**src/vgsr_pkg.sv**
```systemverilog
package vgsr_pkg;

    // ------------------------------------------------------------------
    // fixed i/o port addresses
    // ------------------------------------------------------------------
    localparam logic [15:0] OUTCTL_WR_ADDR  = 16'h03c2;
    localparam logic [15:0] STAT0_RD_ADDR   = 16'h03c2;
    localparam logic [15:0] VSE_ADDR        = 16'h03c3;
    localparam logic [15:0] SEQ_INDEX_ADDR  = 16'h03c4;
    localparam logic [15:0] SEQ_DATA_ADDR   = 16'h03c5;
    localparam logic [15:0] FEAT_RD_ADDR    = 16'h03ca;
    localparam logic [15:0] OUTCTL_RD_ADDR  = 16'h03cc;

    // ------------------------------------------------------------------
    // base-relative ports (3?x), upper 12-bit pattern and low nibbles
    // ------------------------------------------------------------------
    localparam logic [11:0] MONO_BASE       = 12'h03b;
    localparam logic [11:0] COLOR_BASE      = 12'h03d;
    localparam logic [3:0]  DTC_INDEX_NIB   = 4'h4;
    localparam logic [3:0]  FEAT_STAT1_NIB  = 4'ha;

    // ------------------------------------------------------------------
    // sequencer indices
    // ------------------------------------------------------------------
    localparam logic [4:0]  SEQ_RESET_IDX   = 5'h00;
    localparam logic [4:0]  SEQ_CLKMODE_IDX = 5'h01;
    localparam logic [4:0]  SEQ_PLANE_IDX   = 5'h02;
    localparam logic [4:0]  SEQ_FONT_IDX    = 5'h03;
    localparam logic [4:0]  SEQ_MEMMODE_IDX = 5'h04;

    // ------------------------------------------------------------------
    // field positions
    // ------------------------------------------------------------------
    localparam int OC_COLOR_BIT   = 0;
    localparam int OC_MEMEN_BIT   = 1;
    localparam int OC_CLKSEL_LSB  = 2;
    localparam int OC_PAGE_BIT    = 5;
    localparam int OC_HPOL_BIT    = 6;
    localparam int OC_VPOL_BIT    = 7;
    localparam int FC_VSYNC_OR_BIT = 3;
    localparam int ST0_SENSE_BIT  = 4;
    localparam int ST0_IRQ_BIT    = 7;
    localparam int ST1_NODISP_BIT = 0;
    localparam int ST1_ONE_BIT    = 2;
    localparam int ST1_VRET_BIT   = 3;
    localparam int ST1_FB_LSB     = 4;
    localparam int CM_8DOT_BIT    = 0;
    localparam int CM_LOAD2_BIT   = 2;
    localparam int CM_HALF_BIT    = 3;
    localparam int CM_LOAD4_BIT   = 4;
    localparam int CM_OFF_BIT     = 5;
    localparam int MM_256K_BIT    = 1;
    localparam int MM_SEQ_BIT     = 2;

    // ------------------------------------------------------------------
    // writable-bit masks (reserved bits stay zero)
    // ------------------------------------------------------------------
    localparam logic [7:0] OUTCTL_MASK  = 8'hef;
    localparam logic [7:0] FEAT_MASK    = 8'h08;
    localparam logic [7:0] VSE_MASK     = 8'h01;
    localparam logic [7:0] SEQIDX_MASK  = 8'h1f;
    localparam logic [7:0] SRESET_MASK  = 8'h03;
    localparam logic [7:0] CLKMODE_MASK = 8'h3d;
    localparam logic [7:0] PLANE_MASK   = 8'h0f;
    localparam logic [7:0] FONT_MASK    = 8'h3f;
    localparam logic [7:0] MEMMODE_MASK = 8'h06;

    // ------------------------------------------------------------------
    // values after reset
    // ------------------------------------------------------------------
    localparam logic [7:0] OUTCTL_RST  = 8'h00;
    localparam logic [7:0] FEAT_RST    = 8'h00;
    localparam logic [7:0] VSE_RST     = 8'h00;
    localparam logic [7:0] SEQIDX_RST  = 8'h00;
    localparam logic [7:0] SRESET_RST  = 8'h00;
    localparam logic [7:0] CLKMODE_RST = 8'h00;
    localparam logic [7:0] PLANE_RST   = 8'h00;
    localparam logic [7:0] FONT_RST    = 8'h00;
    localparam logic [7:0] MEMMODE_RST = 8'h00;
    localparam logic [7:0] DTCIDX_RST  = 8'h00;
    localparam logic [7:0] RDATA_RST   = 8'h00;

endpackage : vgsr_pkg

```
**src/vgsr_regs.sv**
```systemverilog
module vgsr_regs
    import vgsr_pkg::*;
(
    // clock and reset
    input  wire logic        clk,
    input  wire logic        rst,
    // host i/o port access
    input  wire logic [15:0] io_addr,
    input  wire logic        io_wr,
    input  wire logic        io_rd,
    input  wire logic [7:0]  io_wdata,
    output logic      [7:0]  io_rdata,
    output logic             io_rvalid,
    // display state inputs
    input  wire logic        sense_in,
    input  wire logic        retrace_irq_pending,
    input  wire logic        display_enable_in,
    input  wire logic        vretrace_in,
    input  wire logic [1:0]  color_feedback_in,
    input  wire logic        hsync_in,
    input  wire logic        vsync_in,
    input  wire logic        host_plane_wr,
    // sync outputs
    output logic             hsync_out,
    output logic             vsync_out,
    // control outputs
    output logic             color_base,
    output logic             mem_access_en,
    output logic [1:0]       pixel_dot_clock_sel,
    output logic             pixel_dot_clock_load,
    output logic             high_page_sel,
    output logic             video_enable,
    output logic             char_8dot,
    output logic             serial_load_2,
    output logic             serial_load_4,
    output logic             char_clk_half,
    output logic             screen_blank,
    output logic [3:0]       plane_wr_strobe,
    output logic [2:0]       font_first_sel,
    output logic [2:0]       font_second_sel,
    output logic             mem_256k_en,
    output logic             seq_addr_en,
    output logic [7:0]       display_timing_index
);

    // ------------------------------------------------------------------
    // registers
    // ------------------------------------------------------------------
    logic [7:0] output_control_q;
    logic [7:0] feature_control_q;
    logic [7:0] video_subsystem_enable_q;
    logic [7:0] sequencer_index_q;
    logic [7:0] sequencer_reset_q;
    logic [7:0] clocking_mode_q;
    logic [7:0] plane_write_enable_q;
    logic [7:0] font_select_q;
    logic [7:0] memory_mode_q;
    logic [7:0] dtc_index_q;
    logic [7:0] rdata_d;
    logic       hit_dtc_index;
    logic       hit_feat_stat1;
    logic       wr_seq_data;

    // decode of a base-relative port at 3bx or 3dx
    function automatic logic base_hit(input logic [15:0] a,
                                      input logic        color,
                                      input logic [3:0]  nib);
        logic [11:0] base;
        base = color ? COLOR_BASE : MONO_BASE;
        return (a[15:4] == base) && (a[3:0] == nib);
    endfunction : base_hit

    // ------------------------------------------------------------------
    // address decode
    // ------------------------------------------------------------------
    // base ports follow the emulation bit
    assign hit_dtc_index  = base_hit(io_addr, output_control_q[OC_COLOR_BIT],
                                     DTC_INDEX_NIB);
    assign hit_feat_stat1 = base_hit(io_addr, output_control_q[OC_COLOR_BIT],
                                     FEAT_STAT1_NIB);
    assign wr_seq_data    = io_wr && (io_addr == SEQ_DATA_ADDR);

    // ------------------------------------------------------------------
    // general registers
    // ------------------------------------------------------------------
    // output control write path
    always_ff @(posedge clk) begin
        if (rst) begin
            output_control_q <= OUTCTL_RST;
        end else if (io_wr && io_addr == OUTCTL_WR_ADDR) begin
            output_control_q <= io_wdata & OUTCTL_MASK;
        end
    end

    // dot clock pll load pulse on every output control write
    always_ff @(posedge clk) begin
        if (rst) begin
            pixel_dot_clock_load <= 1'b0;
        end else begin
            pixel_dot_clock_load <= io_wr && io_addr == OUTCTL_WR_ADDR;
        end
    end

    // feature control, written at 3?a
    always_ff @(posedge clk) begin
        if (rst) begin
            feature_control_q <= FEAT_RST;
        end else if (io_wr && hit_feat_stat1) begin
            feature_control_q <= io_wdata & FEAT_MASK;
        end
    end

    // video subsystem enable
    always_ff @(posedge clk) begin
        if (rst) begin
            video_subsystem_enable_q <= VSE_RST;
        end else if (io_wr && io_addr == VSE_ADDR) begin
            video_subsystem_enable_q <= io_wdata & VSE_MASK;
        end
    end

    // timing controller index at 3?4
    always_ff @(posedge clk) begin
        if (rst) begin
            dtc_index_q <= DTCIDX_RST;
        end else if (io_wr && hit_dtc_index) begin
            dtc_index_q <= io_wdata;
        end
    end

    // ------------------------------------------------------------------
    // sequencer registers
    // ------------------------------------------------------------------
    // sequencer index
    always_ff @(posedge clk) begin
        if (rst) begin
            sequencer_index_q <= SEQIDX_RST;
        end else if (io_wr && io_addr == SEQ_INDEX_ADDR) begin
            sequencer_index_q <= io_wdata & SEQIDX_MASK;
        end
    end

    // indexed data writes; unknown indices are dropped
    always_ff @(posedge clk) begin
        if (rst) begin
            sequencer_reset_q    <= SRESET_RST;
            clocking_mode_q      <= CLKMODE_RST;
            plane_write_enable_q <= PLANE_RST;
            font_select_q        <= FONT_RST;
            memory_mode_q        <= MEMMODE_RST;
        end else if (wr_seq_data) begin
            case (sequencer_index_q[4:0])
                SEQ_RESET_IDX:   sequencer_reset_q <= io_wdata & SRESET_MASK;
                SEQ_CLKMODE_IDX: clocking_mode_q <= io_wdata & CLKMODE_MASK;
                SEQ_PLANE_IDX:   plane_write_enable_q <= io_wdata & PLANE_MASK;
                SEQ_FONT_IDX:    font_select_q <= io_wdata & FONT_MASK;
                SEQ_MEMMODE_IDX: memory_mode_q <= io_wdata & MEMMODE_MASK;
                default: begin
                end
            endcase
        end
    end

    // ------------------------------------------------------------------
    // read path
    // ------------------------------------------------------------------
    // read mux, unmapped ports read zero
    always_comb begin
        rdata_d = 8'h00;
        if (io_addr == STAT0_RD_ADDR) begin
            rdata_d[ST0_SENSE_BIT] = sense_in;
            rdata_d[ST0_IRQ_BIT]   = retrace_irq_pending;
        end else if (io_addr == OUTCTL_RD_ADDR) begin
            rdata_d = output_control_q;
        end else if (io_addr == FEAT_RD_ADDR) begin
            rdata_d = feature_control_q;
        end else if (io_addr == VSE_ADDR) begin
            rdata_d = video_subsystem_enable_q;
        end else if (io_addr == SEQ_INDEX_ADDR) begin
            rdata_d = sequencer_index_q;
        end else if (io_addr == SEQ_DATA_ADDR) begin
            case (sequencer_index_q[4:0])
                SEQ_RESET_IDX:   rdata_d = sequencer_reset_q;
                SEQ_CLKMODE_IDX: rdata_d = clocking_mode_q;
                SEQ_PLANE_IDX:   rdata_d = plane_write_enable_q;
                SEQ_FONT_IDX:    rdata_d = font_select_q;
                SEQ_MEMMODE_IDX: rdata_d = memory_mode_q;
                default:         rdata_d = 8'h00;
            endcase
        end else if (hit_feat_stat1) begin
            rdata_d[ST1_NODISP_BIT] = ~display_enable_in;
            rdata_d[ST1_ONE_BIT]    = 1'b1;
            rdata_d[ST1_VRET_BIT]   = vretrace_in;
            rdata_d[ST1_FB_LSB+:2]  = color_feedback_in;
        end else if (hit_dtc_index) begin
            rdata_d = dtc_index_q;
        end
    end

    // read data registered, valid one cycle after the request
    always_ff @(posedge clk) begin
        if (rst) begin
            io_rdata  <= RDATA_RST;
            io_rvalid <= 1'b0;
        end else begin
            io_rvalid <= io_rd;
            if (io_rd) begin
                io_rdata <= rdata_d;
            end
        end
    end

    // ------------------------------------------------------------------
    // sync outputs
    // ------------------------------------------------------------------
    // polarity and display-enable merge
    always_ff @(posedge clk) begin
        if (rst) begin
            hsync_out <= 1'b0;
            vsync_out <= 1'b0;
        end else begin
            hsync_out <= hsync_in ^ output_control_q[OC_HPOL_BIT];
            vsync_out <= (vsync_in | (feature_control_q[FC_VSYNC_OR_BIT]
                          & display_enable_in))
                         ^ output_control_q[OC_VPOL_BIT];
        end
    end

    // ------------------------------------------------------------------
    // control outputs
    // ------------------------------------------------------------------
    // registered copies of control fields
    always_ff @(posedge clk) begin
        if (rst) begin
            color_base           <= 1'b0;
            mem_access_en        <= 1'b0;
            pixel_dot_clock_sel  <= 2'h0;
            high_page_sel        <= 1'b0;
            video_enable         <= 1'b0;
            char_8dot            <= 1'b0;
            serial_load_2        <= 1'b0;
            serial_load_4        <= 1'b0;
            char_clk_half        <= 1'b0;
            screen_blank         <= 1'b0;
            font_first_sel       <= 3'h0;
            font_second_sel      <= 3'h0;
            mem_256k_en          <= 1'b0;
            seq_addr_en          <= 1'b0;
            display_timing_index <= 8'h00;
        end else begin
            color_base          <= output_control_q[OC_COLOR_BIT];
            mem_access_en       <= output_control_q[OC_MEMEN_BIT];
            pixel_dot_clock_sel <= output_control_q[OC_CLKSEL_LSB+:2];
            high_page_sel       <= output_control_q[OC_PAGE_BIT];
            video_enable        <= video_subsystem_enable_q[0];
            char_8dot           <= clocking_mode_q[CM_8DOT_BIT];
            serial_load_2       <= clocking_mode_q[CM_LOAD2_BIT];
            serial_load_4       <= clocking_mode_q[CM_LOAD4_BIT];
            char_clk_half       <= clocking_mode_q[CM_HALF_BIT];
            screen_blank        <= clocking_mode_q[CM_OFF_BIT];
            font_first_sel      <= {font_select_q[4],
                                    font_select_q[1:0]};
            font_second_sel     <= {font_select_q[5],
                                    font_select_q[3:2]};
            mem_256k_en         <= memory_mode_q[MM_256K_BIT];
            seq_addr_en         <= memory_mode_q[MM_SEQ_BIT];
            display_timing_index <= dtc_index_q;
        end
    end

    // per-plane write strobes
    always_ff @(posedge clk) begin
        if (rst) begin
            plane_wr_strobe <= 4'h0;
        end else begin
            plane_wr_strobe <= {4{host_plane_wr}}
                               & plane_write_enable_q[3:0];
        end
    end

    // ------------------------------------------------------------------
    // assertions
    // ------------------------------------------------------------------
    a_outctl_readback: assert property (@(posedge clk) disable iff (rst)
        io_wr && io_addr == OUTCTL_WR_ADDR ##1 !io_wr ##1 io_rd && !io_wr
            && io_addr == OUTCTL_RD_ADDR
        |=> io_rvalid && io_rdata == ($past(io_wdata, 3) & OUTCTL_MASK))
        else $error("output control readback mismatch");
    a_base_select: assert property (@(posedge clk) disable iff (rst)
        io_wr && io_addr == OUTCTL_WR_ADDR
        |=> ##1 color_base == $past(io_wdata[OC_COLOR_BIT], 2))
        else $error("emulation base not following write");
    a_pll_load_pulse: assert property (@(posedge clk) disable iff (rst)
        io_wr && io_addr == OUTCTL_WR_ADDR |=> pixel_dot_clock_load)
        else $error("dot clock load pulse missing");
    a_hsync_polarity: assert property (@(posedge clk) disable iff (rst)
        $stable(output_control_q) |=> hsync_out == ($past(hsync_in)
            ^ $past(output_control_q[OC_HPOL_BIT])))
        else $error("hsync polarity wrong");
    a_status1_fixed: assert property (@(posedge clk) disable iff (rst)
        io_rd && hit_feat_stat1 && !io_wr
        |=> io_rdata[ST1_ONE_BIT] && io_rdata[7:6] == 2'b00)
        else $error("status 1 fixed bits wrong");
    a_status0_sense: assert property (@(posedge clk) disable iff (rst)
        io_rd && io_addr == STAT0_RD_ADDR
        |=> io_rdata[ST0_SENSE_BIT] == $past(sense_in)
            && io_rdata[3:0] == 4'h0)
        else $error("status 0 sense bit wrong");
    a_index_width: assert property (@(posedge clk) disable iff (rst)
        io_wr && io_addr == SEQ_INDEX_ADDR
        |=> sequencer_index_q == ($past(io_wdata) & SEQIDX_MASK))
        else $error("sequencer index not five bits");
    a_plane_gate: assert property (@(posedge clk) disable iff (rst)
        !host_plane_wr |=> plane_wr_strobe == 4'h0)
        else $error("plane strobe without host write");
    a_blank_follow: assert property (@(posedge clk) disable iff (rst)
        wr_seq_data && sequencer_index_q[4:0] == SEQ_CLKMODE_IDX
        |=> ##1 screen_blank == $past(io_wdata[CM_OFF_BIT], 2))
        else $error("screen blank not following write");
    a_font_compose: assert property (@(posedge clk) disable iff (rst)
        $stable(font_select_q) |=> font_second_sel
            == {$past(font_select_q[5]), $past(font_select_q[3:2])})
        else $error("second font select wrong");

endmodule : vgsr_regs

```
**config.mk**
```make
export PLATFORM = sky130hd
export DESIGN_NAME = vgsr_regs
export DESIGN_NICKNAME = d
export VERILOG_FILES = /design/src/vgsr_pkg.sv /design/src/vgsr_regs.sv
export SDC_FILE = /design/constraint.sdc
export NUM_CORES = 1
export LEC_CHECK = 0
export BUFFER_PORTS_ARGS = -buffer_cell sky130_fd_sc_hd__buf_2
export CORE_UTILIZATION = 45
export CTS_CLUSTER_DIAMETER = 30
export DETAILED_ROUTE_END_ITERATION = 8
export PLACE_DENSITY = 0.71
export RECOVER_POWER = 50
export SLEW_MARGIN = 5
export SYNTH_ARGS = -nofsm -noshare
export SYNTH_HDL_FRONTEND = slang
export SYNTH_SLANG_ARGS = --single-unit
```
**constraint.sdc**
```tcl
create_clock -name clk -period 2.1 [get_ports clk]
set_input_delay 0.42 -clock clk [delete_from_list [all_inputs] [get_ports clk]]
set_output_delay 0.42 -clock clk [all_outputs]
set_load 0.005 [all_outputs]
```
==> impl_metrics.toml <==
[placed_design]
dpl_worst_slack_ps = -145
numPortBuffers = 79
hpwl_microns = 6780
place.gp.congestion = 0.949
dp_cells = 555
placed_area_sq_um = 4200

[logic_synthesis]
ys_types = 51
synth-async-reset-ratio = 0
yosysWarnings = 0
synth-seq-area-share = 0.480
synth_ff_type = "dfxtp_1"
syn_nets = 403
syn_inst = 366
synth_area_sq_um = 3500
avgSynthCellArea_sq_um = 9.58
synth_edf_count = 0
ys_seq_elements = 84

[sta]
tns_ps = 0
finalCritPeriodShare = 0.906
report.final.slew_viol_count = 0
holdWs_ps = 312
setup_ws_ps = 197
rsz0062_at_grt = "no"
slew_headroom = 0.430
tightest_slew_ps = 855
post-route-min-period_ps = 1900
setup-violations-final = 0
fmax_ghz = 0.525
hold_viol = 0
finClkSkew_ps = 5.92

[route]
viasPerCell = 5.37
dr_total_vias = 3067
finalWirelength_microns = 9080
ant_nets = 0
wl_met2_microns = 4290
wl_met3_microns = 541
firstDrtPassIters = 4
drcViolationCount = 0
wl_per_cell_microns = 15.9
highest_layer = "met4"
drtIter0Drc = 161
met1_length_microns = 4030

[floorplan]
ios = 80
start_util = 0.473
die_y_microns = 90.3
fp.coreArea_sq_um = 7410
rows = 31
die_area_sq_um = 8150
die_w_microns = 90.3

[final_layout]
design_area_sq_um = 4410
layout_commonest_cell = "dfxtp_1"
syn_to_final_growth_pct = 25.8
layout.cells.non_filler = 571
final_cell_mix = "84 x dfxtp_1, 76 x buf_2, 55 x nor2_1"
antenna_cells = 0
final_util = 0.595
drive_above_1_share = 0.290
fin_nets = 504

[critical_path]
startpoint_type = "primary input"
r2r_cells = 6
path_cells = "buf_2, nor4b_2, nand4_1, or4_1, mux2i_1, nor2_1"
crit_arrival_ps = 2130
r2r-start = "output_control_q[0]"
crit_path_start = "io_addr[14]"
end_kind = "flop"
worstSetupPathType = "in2reg"
cp.required_ps = 2330
cpMaxStageDelayCell = "or4_1"
r2r_slack_ps = 200
worstSetupEndpoint = "clocking_mode_q[5]"
reg2reg_to = "io_rdata[2]"
cp_max_fo = 5
cpPeakStageDelay_ps = 680

[global_route]
first_global_vias = 2960
track_usage = 0.233
grt_overflow = 0
antenna_found_initial = 0
grt_pass1_wl_microns = 14700
grt_max_degree = 32

[min_path]
hp-class = "in2reg"
whs_path_depth = 3

[clock_tree]
clock_path_buffers = 2
cts_max_level = 3
clock_latency_ps = 360
cts.sinks = 84
cts_tree = "yes"
cts_setup_buffers = 0
cts-resized-gates = 0
cts_inserted_buffers = 9
cts_hold_buf = 0
cts_root_buf = "clkbuf_8"
clkTransAtPathRegs_ps = 80

[pwr]
p_leak_nw = 1.98
powerDensity_nw_per_um2 = 689
ir_drop_mv = 0.393
p_total_mw = 3.04

[outcome]
outcome = "completed"

[flow_run]
max-cap-violations = 0
## sequential cells by signal (all words and copies together), names as in the netlist, 2 cells and up
register              cells
display_timing_index      8
dtc_index_q               8
io_rdata                  8
output_control_q          7
font_select_q             6
clocking_mode_q           5
sequencer_index_q         5
plane_wr_strobe           4
plane_write_enable_q      4
font_first_sel            3
font_second_sel           3
memory_mode_q             2
pixel_dot_clock_sel       2
sequencer_reset_q         2
## metal layers
| metal | track usage | up-vias |
|---|---|---|
| met5 | 0 | - |
| met4 | 0.108 | 0 |
| met3 | 0.0530 | 17 |
| met2 | 0.369 | 105 |
| met1 | 0.303 | 1461 |
| li1 | - | 1484 |
## logic make-up (layout without fill, tap and decap cells)
family                    count (synthesis)  in the layout  share of synthesized area
DFF                                      84             84                      0.480
and+or+nand+nor                         158            158                      0.258
buffers and inverters                    23            129                     0.0250
xor gates and xnor gates                  2              2                    0.00500
muxes                                    40             40                      0.119
AOI/OAI and AO/OA                        59             59                      0.114
## worst max-delay path: cells and delay by family
family                 cells  cell delay, ps
multiplexers               1             220
buffers and inverters      1             110
AND/OR/NAND/NOR            4            1390
## cell usage after synthesis, drive strengths merged (2+ instances only)
master / instances / area (sq um)
o21ai: 18 / 90.1
nor3: 7 / 35.0
o22ai: 2 / 12.5
a21boi: 2 / 15.0
a222oi: 2 / 20.0
nor3b: 4 / 30.0
inv: 4 / 15.0
a21o: 4 / 30.0
or4b: 2 / 23.8
nor2: 55 / 206
nand4: 7 / 43.8
mux2: 2 / 22.5
mux2i: 37 / 370
o21ba: 5 / 50.1
buf: 4 / 16.3
and2: 7 / 43.8
and3: 2 / 12.5
nand2b: 8 / 50.1
and3b: 2 / 17.5
dfxtp: 84 / 1680
nand3: 8 / 40.0
a2111oi: 2 / 17.5
a21oi: 8 / 40.0
clkbuf: 15 / 56.3
o211ai: 3 / 22.5
o21a: 2 / 15.0
or4: 2 / 15.0
a211oi: 2 / 15.0
nor4: 4 / 70.1
nor2b: 32 / 200
a22oi: 3 / 22.5
a31oi: 2 / 12.5
nand2: 10 / 37.5
or4bb: 2 / 22.5
## power breakdown
part	leakage (nW)	total (mW)	internal, mW	switching [mW]
Sequential	0.677	1.60	1.59	0.000995
Combinational	1.19	0.164	0.0619	0.102
Clock	0.112	1.28	0.678	0.603
## area by class of cell
type,count,area (sq um)
Fill cell,704,3000
Timing Repair Buffer,109,633
Inverter,4,15.0
Tap cell,99,124
Sequential cell,84,1680
Clock buffer,9,124
Clock inverter,7,97.6
Multi-Input combinational cell,259,1740
## worst min-delay path by stage
| stage | startpoint | slack [ps] | to |
|---|---|---|---|
| 2_1_floorplan | dtc_index_q[1] | 420 | display_timing_index[1] |
| 3_3_place_gp | io_rdata[6] | 440 | io_rdata[6] |
| 3_5_place_dp | io_rdata[5] | 460 | io_rdata[5] |
| 4_1_cts | io_wdata[6] | 300 | output_control_q[6] |
| 5_1_grt | hsync_in | 310 | hsync_out |
| 6_report | hsync_in | 310 | hsync_out |
No activity file was read; power rests on OpenSTA's default activity.
